## src/cbs_pkg.sv

```systemverilog
// Package of constants and types for the bus-cycle sequencer
package cbs_pkg;

    // Reset, vector, page, on-chip window, mode and step constants
    localparam logic [15:0] RESET_PC = 16'h0000;
    localparam logic [15:0] VEC_ADDR = 16'hFFFF;
    localparam logic [7:0] DIR_PAGE = 8'h00;
    localparam logic [15:0] INT_TOP = 16'h00FF;
    localparam logic [2:0] MODE_ZERO = 3'h0;
    localparam logic [15:0] STEP_ONE = 16'h0001;
    localparam logic [15:0] STEP_TWO = 16'h0002;
    localparam logic [15:0] STEP_THREE = 16'h0003;

    // Instruction classes, taken from the opcode's upper nibble
    localparam logic [3:0] CLS_NONE = 4'h0;
    localparam logic [3:0] CLS_IMM8 = 4'h1;
    localparam logic [3:0] CLS_IMM16_LD = 4'h2;
    localparam logic [3:0] CLS_IMM16_AR = 4'h3;
    localparam logic [3:0] CLS_DIR8 = 4'h4;
    localparam logic [3:0] CLS_DIR_STA = 4'h5;
    localparam logic [3:0] CLS_DIR16_LD = 4'h6;
    localparam logic [3:0] CLS_DIR16_ST = 4'h7;
    localparam logic [3:0] CLS_DIR16_AR = 4'h8;
    localparam logic [3:0] CLS_DIR_JSR = 4'h9;

    // Cycle counts per class
    localparam logic [2:0] LEN_NONE = 3'h1;
    localparam logic [2:0] LEN_IMM8 = 3'h2;
    localparam logic [2:0] LEN_IMM16_LD = 3'h3;
    localparam logic [2:0] LEN_IMM16_AR = 3'h4;
    localparam logic [2:0] LEN_DIR8 = 3'h3;
    localparam logic [2:0] LEN_DIR16 = 3'h4;
    localparam logic [2:0] LEN_DIR16_AR = 3'h5;
    localparam logic [2:0] LEN_JSR = 3'h5;

    // One-hot cycle states
    typedef enum logic [4:0] {
        CBS_C1 = 5'b00001,
        CBS_C2 = 5'b00010,
        CBS_C3 = 5'b00100,
        CBS_C4 = 5'b01000,
        CBS_C5 = 5'b10000
    } cbs_state_e;

    // Address falls inside the on-chip window
    function automatic logic cbs_is_internal(input logic [15:0] addr);
        cbs_is_internal = (addr <= INT_TOP);
    endfunction

    // Direct-page address from a fetched byte
    function automatic logic [15:0] cbs_dir_addr(input logic [7:0] lo);
        cbs_dir_addr = {DIR_PAGE, lo};
    endfunction

endpackage

```

## src/cbs_op_classifier.sv

```systemverilog
// Opcode classifier giving instruction class and cycle count
module cbs_op_classifier (
    input wire logic [7:0] i_opcode,
    output logic [3:0] o_cls,
    output logic [2:0] o_len
);

    // Class from upper nibble; unknown codes become one-cycle fetches
    always_comb begin
        o_cls = cbs_pkg::CLS_NONE;
        o_len = cbs_pkg::LEN_NONE;
        case (i_opcode[7:4])
            cbs_pkg::CLS_IMM8: begin
                o_cls = cbs_pkg::CLS_IMM8;
                o_len = cbs_pkg::LEN_IMM8;
            end
            cbs_pkg::CLS_IMM16_LD: begin
                o_cls = cbs_pkg::CLS_IMM16_LD;
                o_len = cbs_pkg::LEN_IMM16_LD;
            end
            cbs_pkg::CLS_IMM16_AR: begin
                o_cls = cbs_pkg::CLS_IMM16_AR;
                o_len = cbs_pkg::LEN_IMM16_AR;
            end
            cbs_pkg::CLS_DIR8: begin
                o_cls = cbs_pkg::CLS_DIR8;
                o_len = cbs_pkg::LEN_DIR8;
            end
            cbs_pkg::CLS_DIR_STA: begin
                o_cls = cbs_pkg::CLS_DIR_STA;
                o_len = cbs_pkg::LEN_DIR8;
            end
            cbs_pkg::CLS_DIR16_LD: begin
                o_cls = cbs_pkg::CLS_DIR16_LD;
                o_len = cbs_pkg::LEN_DIR16;
            end
            cbs_pkg::CLS_DIR16_ST: begin
                o_cls = cbs_pkg::CLS_DIR16_ST;
                o_len = cbs_pkg::LEN_DIR16;
            end
            cbs_pkg::CLS_DIR16_AR: begin
                o_cls = cbs_pkg::CLS_DIR16_AR;
                o_len = cbs_pkg::LEN_DIR16_AR;
            end
            cbs_pkg::CLS_DIR_JSR: begin
                o_cls = cbs_pkg::CLS_DIR_JSR;
                o_len = cbs_pkg::LEN_JSR;
            end
            default: begin
                o_cls = cbs_pkg::CLS_NONE;
                o_len = cbs_pkg::LEN_NONE;
            end
        endcase
    end

endmodule

```

## src/cbs_sequencer.sv

```systemverilog
// Bus-cycle sequencer for immediate and direct instructions
module cbs_sequencer (
    input wire logic i_clk,
    input wire logic i_rst_n,
    input wire logic [2:0] i_mode,
    input wire logic [7:0] i_data_in,
    input wire logic [7:0] i_int_data,
    input wire logic [15:0] i_sp,
    input wire logic [7:0] i_acc,
    input wire logic [15:0] i_word,
    output logic [15:0] o_addr,
    output logic o_rw,
    output logic [7:0] o_data_out,
    output logic o_data_oe_n,
    output logic o_sync,
    output logic o_done,
    output logic o_sp_dec2,
    output logic [7:0] o_opcode,
    output logic [15:0] o_operand
);

    cbs_pkg::cbs_state_e state_reg, state_next;
    logic [15:0] pc_reg, pc_next;
    logic [7:0] opc_reg, opc_next;
    logic [7:0] dir_reg, dir_next;
    logic [15:0] opd_reg, opd_next;
    logic [15:0] addr_reg, addr_next;
    logic rw_reg, rw_next;
    logic [7:0] dout_reg, dout_next;
    logic [7:0] rd_data;
    logic [7:0] cls_opcode;
    logic [3:0] cls_now;
    logic [2:0] len_now;
    logic [2:0] idx_now, idx_next;
    logic last;
    logic [15:0] dir_word;
    logic [15:0] ret_addr;
    logic show_int;
    logic [2:0] mode_s1_reg, mode_s2_reg, mode_s3_reg;
    logic [2:0] mode_reg, mode_next;

    // Cycle index 1..5 from the one-hot state
    function automatic logic [2:0] state_idx(input cbs_pkg::cbs_state_e st);
        case (st)
            cbs_pkg::CBS_C1: state_idx = 3'h1;
            cbs_pkg::CBS_C2: state_idx = 3'h2;
            cbs_pkg::CBS_C3: state_idx = 3'h3;
            cbs_pkg::CBS_C4: state_idx = 3'h4;
            cbs_pkg::CBS_C5: state_idx = 3'h5;
            default: state_idx = 3'h1;
        endcase
    endfunction

    // On-chip reads use the internal value, not the pins
    assign rd_data = cbs_pkg::cbs_is_internal(addr_reg) ? i_int_data : i_data_in;

    // Class comes from the byte arriving in the fetch cycle, then from the latch
    assign cls_opcode = (state_reg == cbs_pkg::CBS_C1) ? rd_data : opc_reg;

    cbs_op_classifier u_classifier (
        .i_opcode(cls_opcode),
        .o_cls(cls_now),
        .o_len(len_now)
    );

    assign idx_now = state_idx(state_reg);
    assign last = (idx_now == len_now);
    assign ret_addr = pc_reg + cbs_pkg::STEP_TWO;

    // Direct operand address; in cycle two the byte is still on the bus
    assign dir_word = cbs_pkg::cbs_dir_addr(dir_next);

    // Sequencing, latches and next-cycle index; same class, same sequence
    always_comb begin
        state_next = state_reg;
        pc_next = pc_reg;
        opc_next = opc_reg;
        dir_next = dir_reg;
        opd_next = opd_reg;
        idx_next = 3'h1;
        if (state_reg == cbs_pkg::CBS_C1) begin
            opc_next = rd_data;
        end
        if (state_reg == cbs_pkg::CBS_C2) begin
            dir_next = rd_data;
        end
        // Operand capture, high byte into the upper half
        case (cls_now)
            cbs_pkg::CLS_IMM8: begin
                if (idx_now == 3'h2) opd_next = {8'h00, rd_data};
            end
            cbs_pkg::CLS_IMM16_LD, cbs_pkg::CLS_IMM16_AR: begin
                if (idx_now == 3'h2) opd_next[15:8] = rd_data;
                if (idx_now == 3'h3) opd_next[7:0] = rd_data;
            end
            cbs_pkg::CLS_DIR8: begin
                if (idx_now == 3'h3) opd_next = {8'h00, rd_data};
            end
            cbs_pkg::CLS_DIR16_LD, cbs_pkg::CLS_DIR16_AR: begin
                if (idx_now == 3'h3) opd_next[15:8] = rd_data;
                if (idx_now == 3'h4) opd_next[7:0] = rd_data;
            end
            default: begin
                opd_next = opd_reg;
            end
        endcase
        // Instruction end picks the next opcode address
        if (last) begin
            state_next = cbs_pkg::CBS_C1;
            case (cls_now)
                cbs_pkg::CLS_NONE: pc_next = pc_reg + cbs_pkg::STEP_ONE;
                cbs_pkg::CLS_IMM8: pc_next = pc_reg + cbs_pkg::STEP_TWO;
                cbs_pkg::CLS_IMM16_LD, cbs_pkg::CLS_IMM16_AR: begin
                    pc_next = pc_reg + cbs_pkg::STEP_THREE;
                end
                cbs_pkg::CLS_DIR_JSR: pc_next = cbs_pkg::cbs_dir_addr(dir_reg);
                default: pc_next = pc_reg + cbs_pkg::STEP_TWO;
            endcase
        end else begin
            case (state_reg)
                cbs_pkg::CBS_C1: state_next = cbs_pkg::CBS_C2;
                cbs_pkg::CBS_C2: state_next = cbs_pkg::CBS_C3;
                cbs_pkg::CBS_C3: state_next = cbs_pkg::CBS_C4;
                cbs_pkg::CBS_C4: state_next = cbs_pkg::CBS_C5;
                default: state_next = cbs_pkg::CBS_C1;
            endcase
        end
        idx_next = state_idx(state_next);
    end

    // Bus content of the coming cycle, registered so every cycle is defined
    always_comb begin
        addr_next = pc_next;
        rw_next = 1'b1;
        dout_next = 8'h00;
        case (idx_next)
            3'h1: addr_next = pc_next;
            3'h2: addr_next = pc_reg + cbs_pkg::STEP_ONE;
            3'h3: begin
                if (cls_now == cbs_pkg::CLS_IMM16_LD || cls_now == cbs_pkg::CLS_IMM16_AR) begin
                    addr_next = pc_reg + cbs_pkg::STEP_TWO;
                end else begin
                    addr_next = dir_word;
                end
                if (cls_now == cbs_pkg::CLS_DIR_STA) begin
                    rw_next = 1'b0;
                    dout_next = i_acc;
                end
                if (cls_now == cbs_pkg::CLS_DIR16_ST) begin
                    rw_next = 1'b0;
                    dout_next = i_word[15:8];
                end
            end
            3'h4: begin
                case (cls_now)
                    cbs_pkg::CLS_IMM16_AR: addr_next = cbs_pkg::VEC_ADDR;
                    cbs_pkg::CLS_DIR_JSR: begin
                        addr_next = i_sp;
                        rw_next = 1'b0;
                        dout_next = ret_addr[7:0];
                    end
                    cbs_pkg::CLS_DIR16_ST: begin
                        addr_next = cbs_pkg::cbs_dir_addr(dir_reg) + cbs_pkg::STEP_ONE;
                        rw_next = 1'b0;
                        dout_next = i_word[7:0];
                    end
                    default: addr_next = cbs_pkg::cbs_dir_addr(dir_reg) + cbs_pkg::STEP_ONE;
                endcase
            end
            3'h5: begin
                if (cls_now == cbs_pkg::CLS_DIR_JSR) begin
                    addr_next = i_sp - cbs_pkg::STEP_ONE;
                    rw_next = 1'b0;
                    dout_next = ret_addr[15:8];
                end else begin
                    addr_next = cbs_pkg::VEC_ADDR; // Dummy vector read
                end
            end
            default: addr_next = pc_next;
        endcase
    end

    // Registers only; reset lands on an opcode fetch at the reset address
    always_ff @(posedge i_clk or negedge i_rst_n) begin
        if (!i_rst_n) begin
            state_reg <= cbs_pkg::CBS_C1;
            pc_reg <= cbs_pkg::RESET_PC;
            opc_reg <= 8'h00;
            dir_reg <= 8'h00;
            opd_reg <= 16'h0000;
            addr_reg <= cbs_pkg::RESET_PC;
            rw_reg <= 1'b1;
            dout_reg <= 8'h00;
        end else begin
            state_reg <= state_next;
            pc_reg <= pc_next;
            opc_reg <= opc_next;
            dir_reg <= dir_next;
            opd_reg <= opd_next;
            addr_reg <= addr_next;
            rw_reg <= rw_next;
            dout_reg <= dout_next;
        end
    end

    // Mode pins pass three flops; a new level counts once the last two agree
    always_comb begin
        mode_next = (mode_s2_reg == mode_s3_reg) ? mode_s3_reg : mode_reg;
    end

    // No reset on this chain, so the mode settles while the core is held in reset
    always_ff @(posedge i_clk) begin
        mode_s1_reg <= i_mode;
        mode_s2_reg <= mode_s1_reg;
        mode_s3_reg <= mode_s2_reg;
        mode_reg <= mode_next;
    end

    // Internal reads are mirrored on the pins only in mode zero; this path
    // is combinational because the value exists only in the read cycle
    assign show_int = rw_reg && cbs_pkg::cbs_is_internal(addr_reg)
        && (mode_reg == cbs_pkg::MODE_ZERO);
    assign o_addr = addr_reg;
    assign o_rw = rw_reg;
    assign o_data_out = show_int ? i_int_data : dout_reg;
    assign o_data_oe_n = ~(~rw_reg | show_int);
    assign o_sync = (state_reg == cbs_pkg::CBS_C1);
    assign o_done = last;
    assign o_sp_dec2 = last && (cls_now == cbs_pkg::CLS_DIR_JSR);
    assign o_opcode = opc_reg;
    assign o_operand = opd_reg;

    // Checks on the bus sequence
    property p_write_drives;
        @(posedge i_clk) disable iff (!i_rst_n)
        !o_rw |-> !o_data_oe_n;
    endproperty
    a_write_drives: assert property (p_write_drives) else $error("write without drive");

    property p_imm16_ld;
        @(posedge i_clk) disable iff (!i_rst_n)
        (o_done && cls_now == cbs_pkg::CLS_IMM16_LD) |->
            $past(o_sync, 2) && o_rw && o_addr == $past(o_addr, 2) + 16'h0002;
    endproperty
    a_imm16_ld: assert property (p_imm16_ld) else $error("immediate load wrong");

    property p_imm16_ar;
        @(posedge i_clk) disable iff (!i_rst_n)
        (o_done && cls_now == cbs_pkg::CLS_IMM16_AR) |->
            $past(o_sync, 3) && o_rw && o_addr == 16'hFFFF;
    endproperty
    a_imm16_ar: assert property (p_imm16_ar) else $error("immediate arith wrong");

    property p_dir16_ld;
        @(posedge i_clk) disable iff (!i_rst_n)
        (o_done && cls_now == cbs_pkg::CLS_DIR16_LD) |->
            $past(o_sync, 3) && o_rw && o_addr == $past(o_addr) + 16'h0001;
    endproperty
    a_dir16_ld: assert property (p_dir16_ld) else $error("direct load sequence wrong");

    property p_dir16_st;
        @(posedge i_clk) disable iff (!i_rst_n)
        (idx_now == 3'h3 && cls_now == cbs_pkg::CLS_DIR16_ST) |->
            !o_rw && o_data_out == $past(i_word[15:8])
            ##1 !o_rw && o_done && o_addr == $past(o_addr) + 16'h0001;
    endproperty
    a_dir16_st: assert property (p_dir16_st) else $error("direct store sequence wrong");

    property p_jsr_low;
        @(posedge i_clk) disable iff (!i_rst_n)
        (idx_now == 3'h4 && cls_now == cbs_pkg::CLS_DIR_JSR) |->
            !o_rw && o_addr == $past(i_sp) && o_data_out == ret_addr[7:0];
    endproperty
    a_jsr_low: assert property (p_jsr_low) else $error("call low push wrong");

    property p_jsr_high;
        @(posedge i_clk) disable iff (!i_rst_n)
        (o_done && cls_now == cbs_pkg::CLS_DIR_JSR) |->
            !o_rw && o_addr == $past(o_addr) - 16'h0001 && o_data_out == ret_addr[15:8];
    endproperty
    a_jsr_high: assert property (p_jsr_high) else $error("call high push wrong");

    property p_int_hidden;
        @(posedge i_clk) disable iff (!i_rst_n)
        (o_rw && cbs_pkg::cbs_is_internal(o_addr) && i_mode != 3'h0) |-> o_data_oe_n;
    endproperty
    a_int_hidden: assert property (p_int_hidden) else $error("internal read exposed");

    property p_imm8;
        @(posedge i_clk) disable iff (!i_rst_n)
        (o_done && cls_now == cbs_pkg::CLS_IMM8) |->
            $past(o_sync) && o_rw && o_addr == $past(o_addr) + 16'h0001;
    endproperty
    a_imm8: assert property (p_imm8) else $error("immediate byte sequence wrong");

    property p_sta;
        @(posedge i_clk) disable iff (!i_rst_n)
        (o_done && cls_now == cbs_pkg::CLS_DIR_STA) |->
            $past(o_sync, 2) && !o_rw && o_data_out == $past(i_acc);
    endproperty
    a_sta: assert property (p_sta) else $error("accumulator store wrong");

    c_jsr: cover property (@(posedge i_clk) disable iff (!i_rst_n) o_sp_dec2);
    c_store: cover property (@(posedge i_clk) disable iff (!i_rst_n)
        o_done && cls_now == cbs_pkg::CLS_DIR16_ST);
    c_vector: cover property (@(posedge i_clk) disable iff (!i_rst_n)
        o_addr == 16'hFFFF && o_done);
    c_mode0: cover property (@(posedge i_clk) disable iff (!i_rst_n) show_int);

endmodule

```

## config.mk

```make
export PLATFORM = sky130hd
export DESIGN_NAME = cbs_sequencer
export DESIGN_NICKNAME = d
export VERILOG_FILES = /design/src/cbs_pkg.sv /design/src/cbs_op_classifier.sv /design/src/cbs_sequencer.sv
export SDC_FILE = /design/constraint.sdc
export NUM_CORES = 1
export LEC_CHECK = 0
export BUFFER_PORTS_ARGS = -buffer_cell sky130_fd_sc_hd__buf_2
export CAP_MARGIN = 30
export CORE_MARGIN = 2
export CORE_UTILIZATION = 63
export CTS_BUF_LIST = sky130_fd_sc_hd__clkbuf_4 sky130_fd_sc_hd__clkbuf_8
export CTS_CLUSTER_SIZE = 25
export DETAILED_ROUTE_END_ITERATION = 7
export PLACE_DENSITY = 0.95
export SLEW_MARGIN = 20
export SYNTH_ARGS = -nofsm -noshare
export SYNTH_HDL_FRONTEND = slang
export SYNTH_SLANG_ARGS = --single-unit
```

## constraint.sdc

```tcl
create_clock -name i_clk -period 9.6 [get_ports i_clk]
set_input_delay 0.48 -clock i_clk [delete_from_list [all_inputs] [get_ports i_clk]]
set_output_delay 0.48 -clock i_clk [all_outputs]
set_load 0.02 [all_outputs]
```

==> results.txt <==
status - completed
Max Clock Skew - 19.5 ps
Post-DRT Antenna Nets - 0
Overflow after GRT - 0
Max Fclk - 140 MHz
min cycle time layout - 7170 ps
crit path kind - reg2reg
H-Tree Level Count - 3
CP Cell Sequence - nor3b_2 > nand2_1 > inv_1 > a31o_1 > inv_4 > ha_1 > o211a_1 > nor4b_1 > nand2b_1 > inv_1 > nor2_1 > ha_1 > or3_1 > nor2b_1 > o22ai_1
CP Buf/Inv Count - 3
CP arrival - 7400 ps
cell with the most instances after synthesis - dfrtp_1
Num Clock Sinks - 90
RSZ-0062 raised after global routing - false
Switch Pwr - 0.00175 W
# hold bufs at CTS - 0
initial antenna violation count - 0
pre-CTS setup slack - 2920 ps
Max VDD drop - 0.221 mV
Flop pwr share - 20.9%
Clock Tree Buf Depth - 2
Relative slew margins - 34.9%
YS warnings - 0
TNS Setup - 0 ps
Hold WC Path Type - in2async
crit path max fanout - 20
period utilization - 74.6%
CTS tree - yes
CP delay by family, top - simple AND/OR/NAND/NOR gates
Sw Share - 56.2%
Area growth syn-to-layout - 12.9%
dominant cell type by area after synthesis - dfrtp_1
synth cell count leaders - dfrtp_1 (76), nand2_1 (73), nor2_1 (70), o21ai_0 (52), a21oi_1 (50)
CTS clock-pin slew for the worst setup and hold paths - 120 ps
layout cells sized above 1 - 21.9%
setup bufs post-CTS - 0
Residual DRC - 0
RePlAce Congestion - 0.974
Initial Util - 64.5%
clk root buf - clkbuf_8
post-synthesis sequential area ratio - 35.6%
Startpoint Class - flop
final cell count without fillers - 965
pwr dens - 443 mW/mm^2
post-cts resize count - 0
Setup WS post-layout - 2430 ps
ys flop type - dfrtp_1
Pre-antenna DRT Iters - 6
Max stage delay cell, worst path - nand2b_1
core outline area - 0.00968 mm^2
CTS buffer count - 9
final setup fails - 0
vias per cell - 6.90
P_leak - 3.10 nW
vias in the first global route - 6301
Avg Synthesized Cell Area - 8.34 um^2
Inserted Diodes - 0
Vias - 6658
max_cap viols - 0
Clk pwr share - 9.0%
cells taking the most area after synthesis - dfrtp_1 (30%), nand2_1 (4.4%), nor2_1 (4.2%)
cells after synthesis - 749
Slowest Stage Delay on Critical Path - 710 ps
drt wl/cell - 22.8 um
Worst-Margin Slew - 974 ps
combinational share of power - 70.1%
I/O pin count - 114
Yosys top cell area share - 30.4%
Post-Route WL - 22.0 mm
Synth cell types - 73
Hold Fails Final Rpt - 0
largest net degree at the start of global routing - 79
port buffer count - 113
post-synthesis net count - 820
die footprint - 0.0107 mm^2
Post-Syn Area - 0.00625 mm^2
crit end category - flop
Die X - 104 um
nets - 898
worst-skew pair later-pin latency - 400 ps
DP Wirelength - 15.8 mm
number of flops mapped to enable cells by yosys - 3
Pins Over Slew Limit - 0
Internal Power - 0.00137 W
Die Y-Extent - 104 um
# rows - 36
GRT Resource Usage Total - 40.8%
1st-iter DRT viols - 1075
first-pass GRT wire length - 34.5 mm
Placed Cells incl. Taps - 948
Synth async-reset ratio - 86.7%
flops & latches, synth - 90
Critical Path RT - 9840 ps
==> logic make-up after synthesis <==
logic type	Yosys count	share of synthesized area, %
adder cells (fa/ha/maj)	10	2.00
XOR/XNOR	46	6.45
buffers and inverters	81	5.37
flip-flops	90	35.6
AO/OA/AOI/OAI	232	24.9
multiplexers	34	5.81
AND/OR/NAND/NOR	256	19.8
==> area by class of cell <==
cell class	count	area, um^2
Multi-Input combinational cell	578	3700
Timing Repair Buffer	125	669
Fill cell	715	2630
Tap cell	133	166
Clock buffer	9	124
Clock inverter	7	76.3
Sequential cell	90	2220
Inverter	23	88.8
==> per-layer routing <==
layer / global-route usage, % / up-vias / part of all wire (%)
met5: 0 / - / 0
met4: 17.4 / 0 / 4.4
met3: 10.1 / 108 / 12
met2: 63.3 / 536 / 45
met1: 54.7 / 3118 / 38
li1: - / 2896 / -
==> power groups by stage <==
stage | registers [W] | logic, W | clock network, W
floorplan | 0.000682 | 0.00149 | 0
global placement | 0.000644 | 0.00203 | 0
detailed placement | 0.000651 | 0.00207 | 0
CTS | 0.000644 | 0.00208 | 0.000278
global route | 0.000660 | 0.00234 | 0.000292
finish | 0.000652 | 0.00219 | 0.000281
==> final timing paths <==
| kind | start | endpoint | slack (ps) | cells past startpoint |
|---|---|---|---|---|
| max reg2reg | state_reg[0]$_DFF_PN1_ | dout_reg[1]$_DFF_PN0_ | 2430 | 15 |
| min reg2reg | mode_s1_reg[1]$_DFF_P_ | mode_s2_reg[1]$_DFF_P_ | 340 | 0 |
| max | state_reg[0]$_DFF_PN1_ | dout_reg[1]$_DFF_PN0_ | 2430 | 15 |
| max in group asynchronous | i_rst_n | o_addr[6]$_DFF_PN0_ | 8970 | 1 |
| min in group i_clk | i_mode[1] | mode_s1_reg[1]$_DFF_P_ | 180 | 1 |
| min | i_rst_n | o_opcode[7]$_DFF_PN0_ | 90 | 1 |
==> worst reg2reg max path, cell delays in order, from the launching register on <==
cell and delay, ps:
dfstp_2 580, nor3b_2 310, nand2_1 550, inv_1 680, a31o_1 480, inv_4 170, ha_1 250, o211a_1 250
nor4b_1 560, nand2b_1 710, inv_1 460, nor2_1 270, ha_1 390, or3_1 590, nor2b_1 560, o22ai_1 190
==> cell usage in the layout, fill, tap and decap left out, drive strengths merged, types with 11 or more instances in the layout <==
master  instances
nor2           70
buf           125
mux2i          16
a21oi          50
and3           12
nand2          73
xor2           24
a22oi          16
xnor2          22
mux2           18
dfrtp          76
nand3          24
o21ai          57
o22ai          16
inv            28
nor3           21
o22a           11
==> stage by stage <==
stage                     power, W  util [%]  instance area, um^2  hold WS, ps
after floorplan            0.00217         -                 6250          184
after global placement     0.00268      70.5                 6830          313
after detailed placement   0.00272      70.5                 6830          320
after CTS                  0.00300      72.6                 7030          184
after global routing       0.00329      72.8                 7050          172
final                      0.00312      72.8                 7050         92.6
Note: power is estimated with default switching activity, not from simulation.
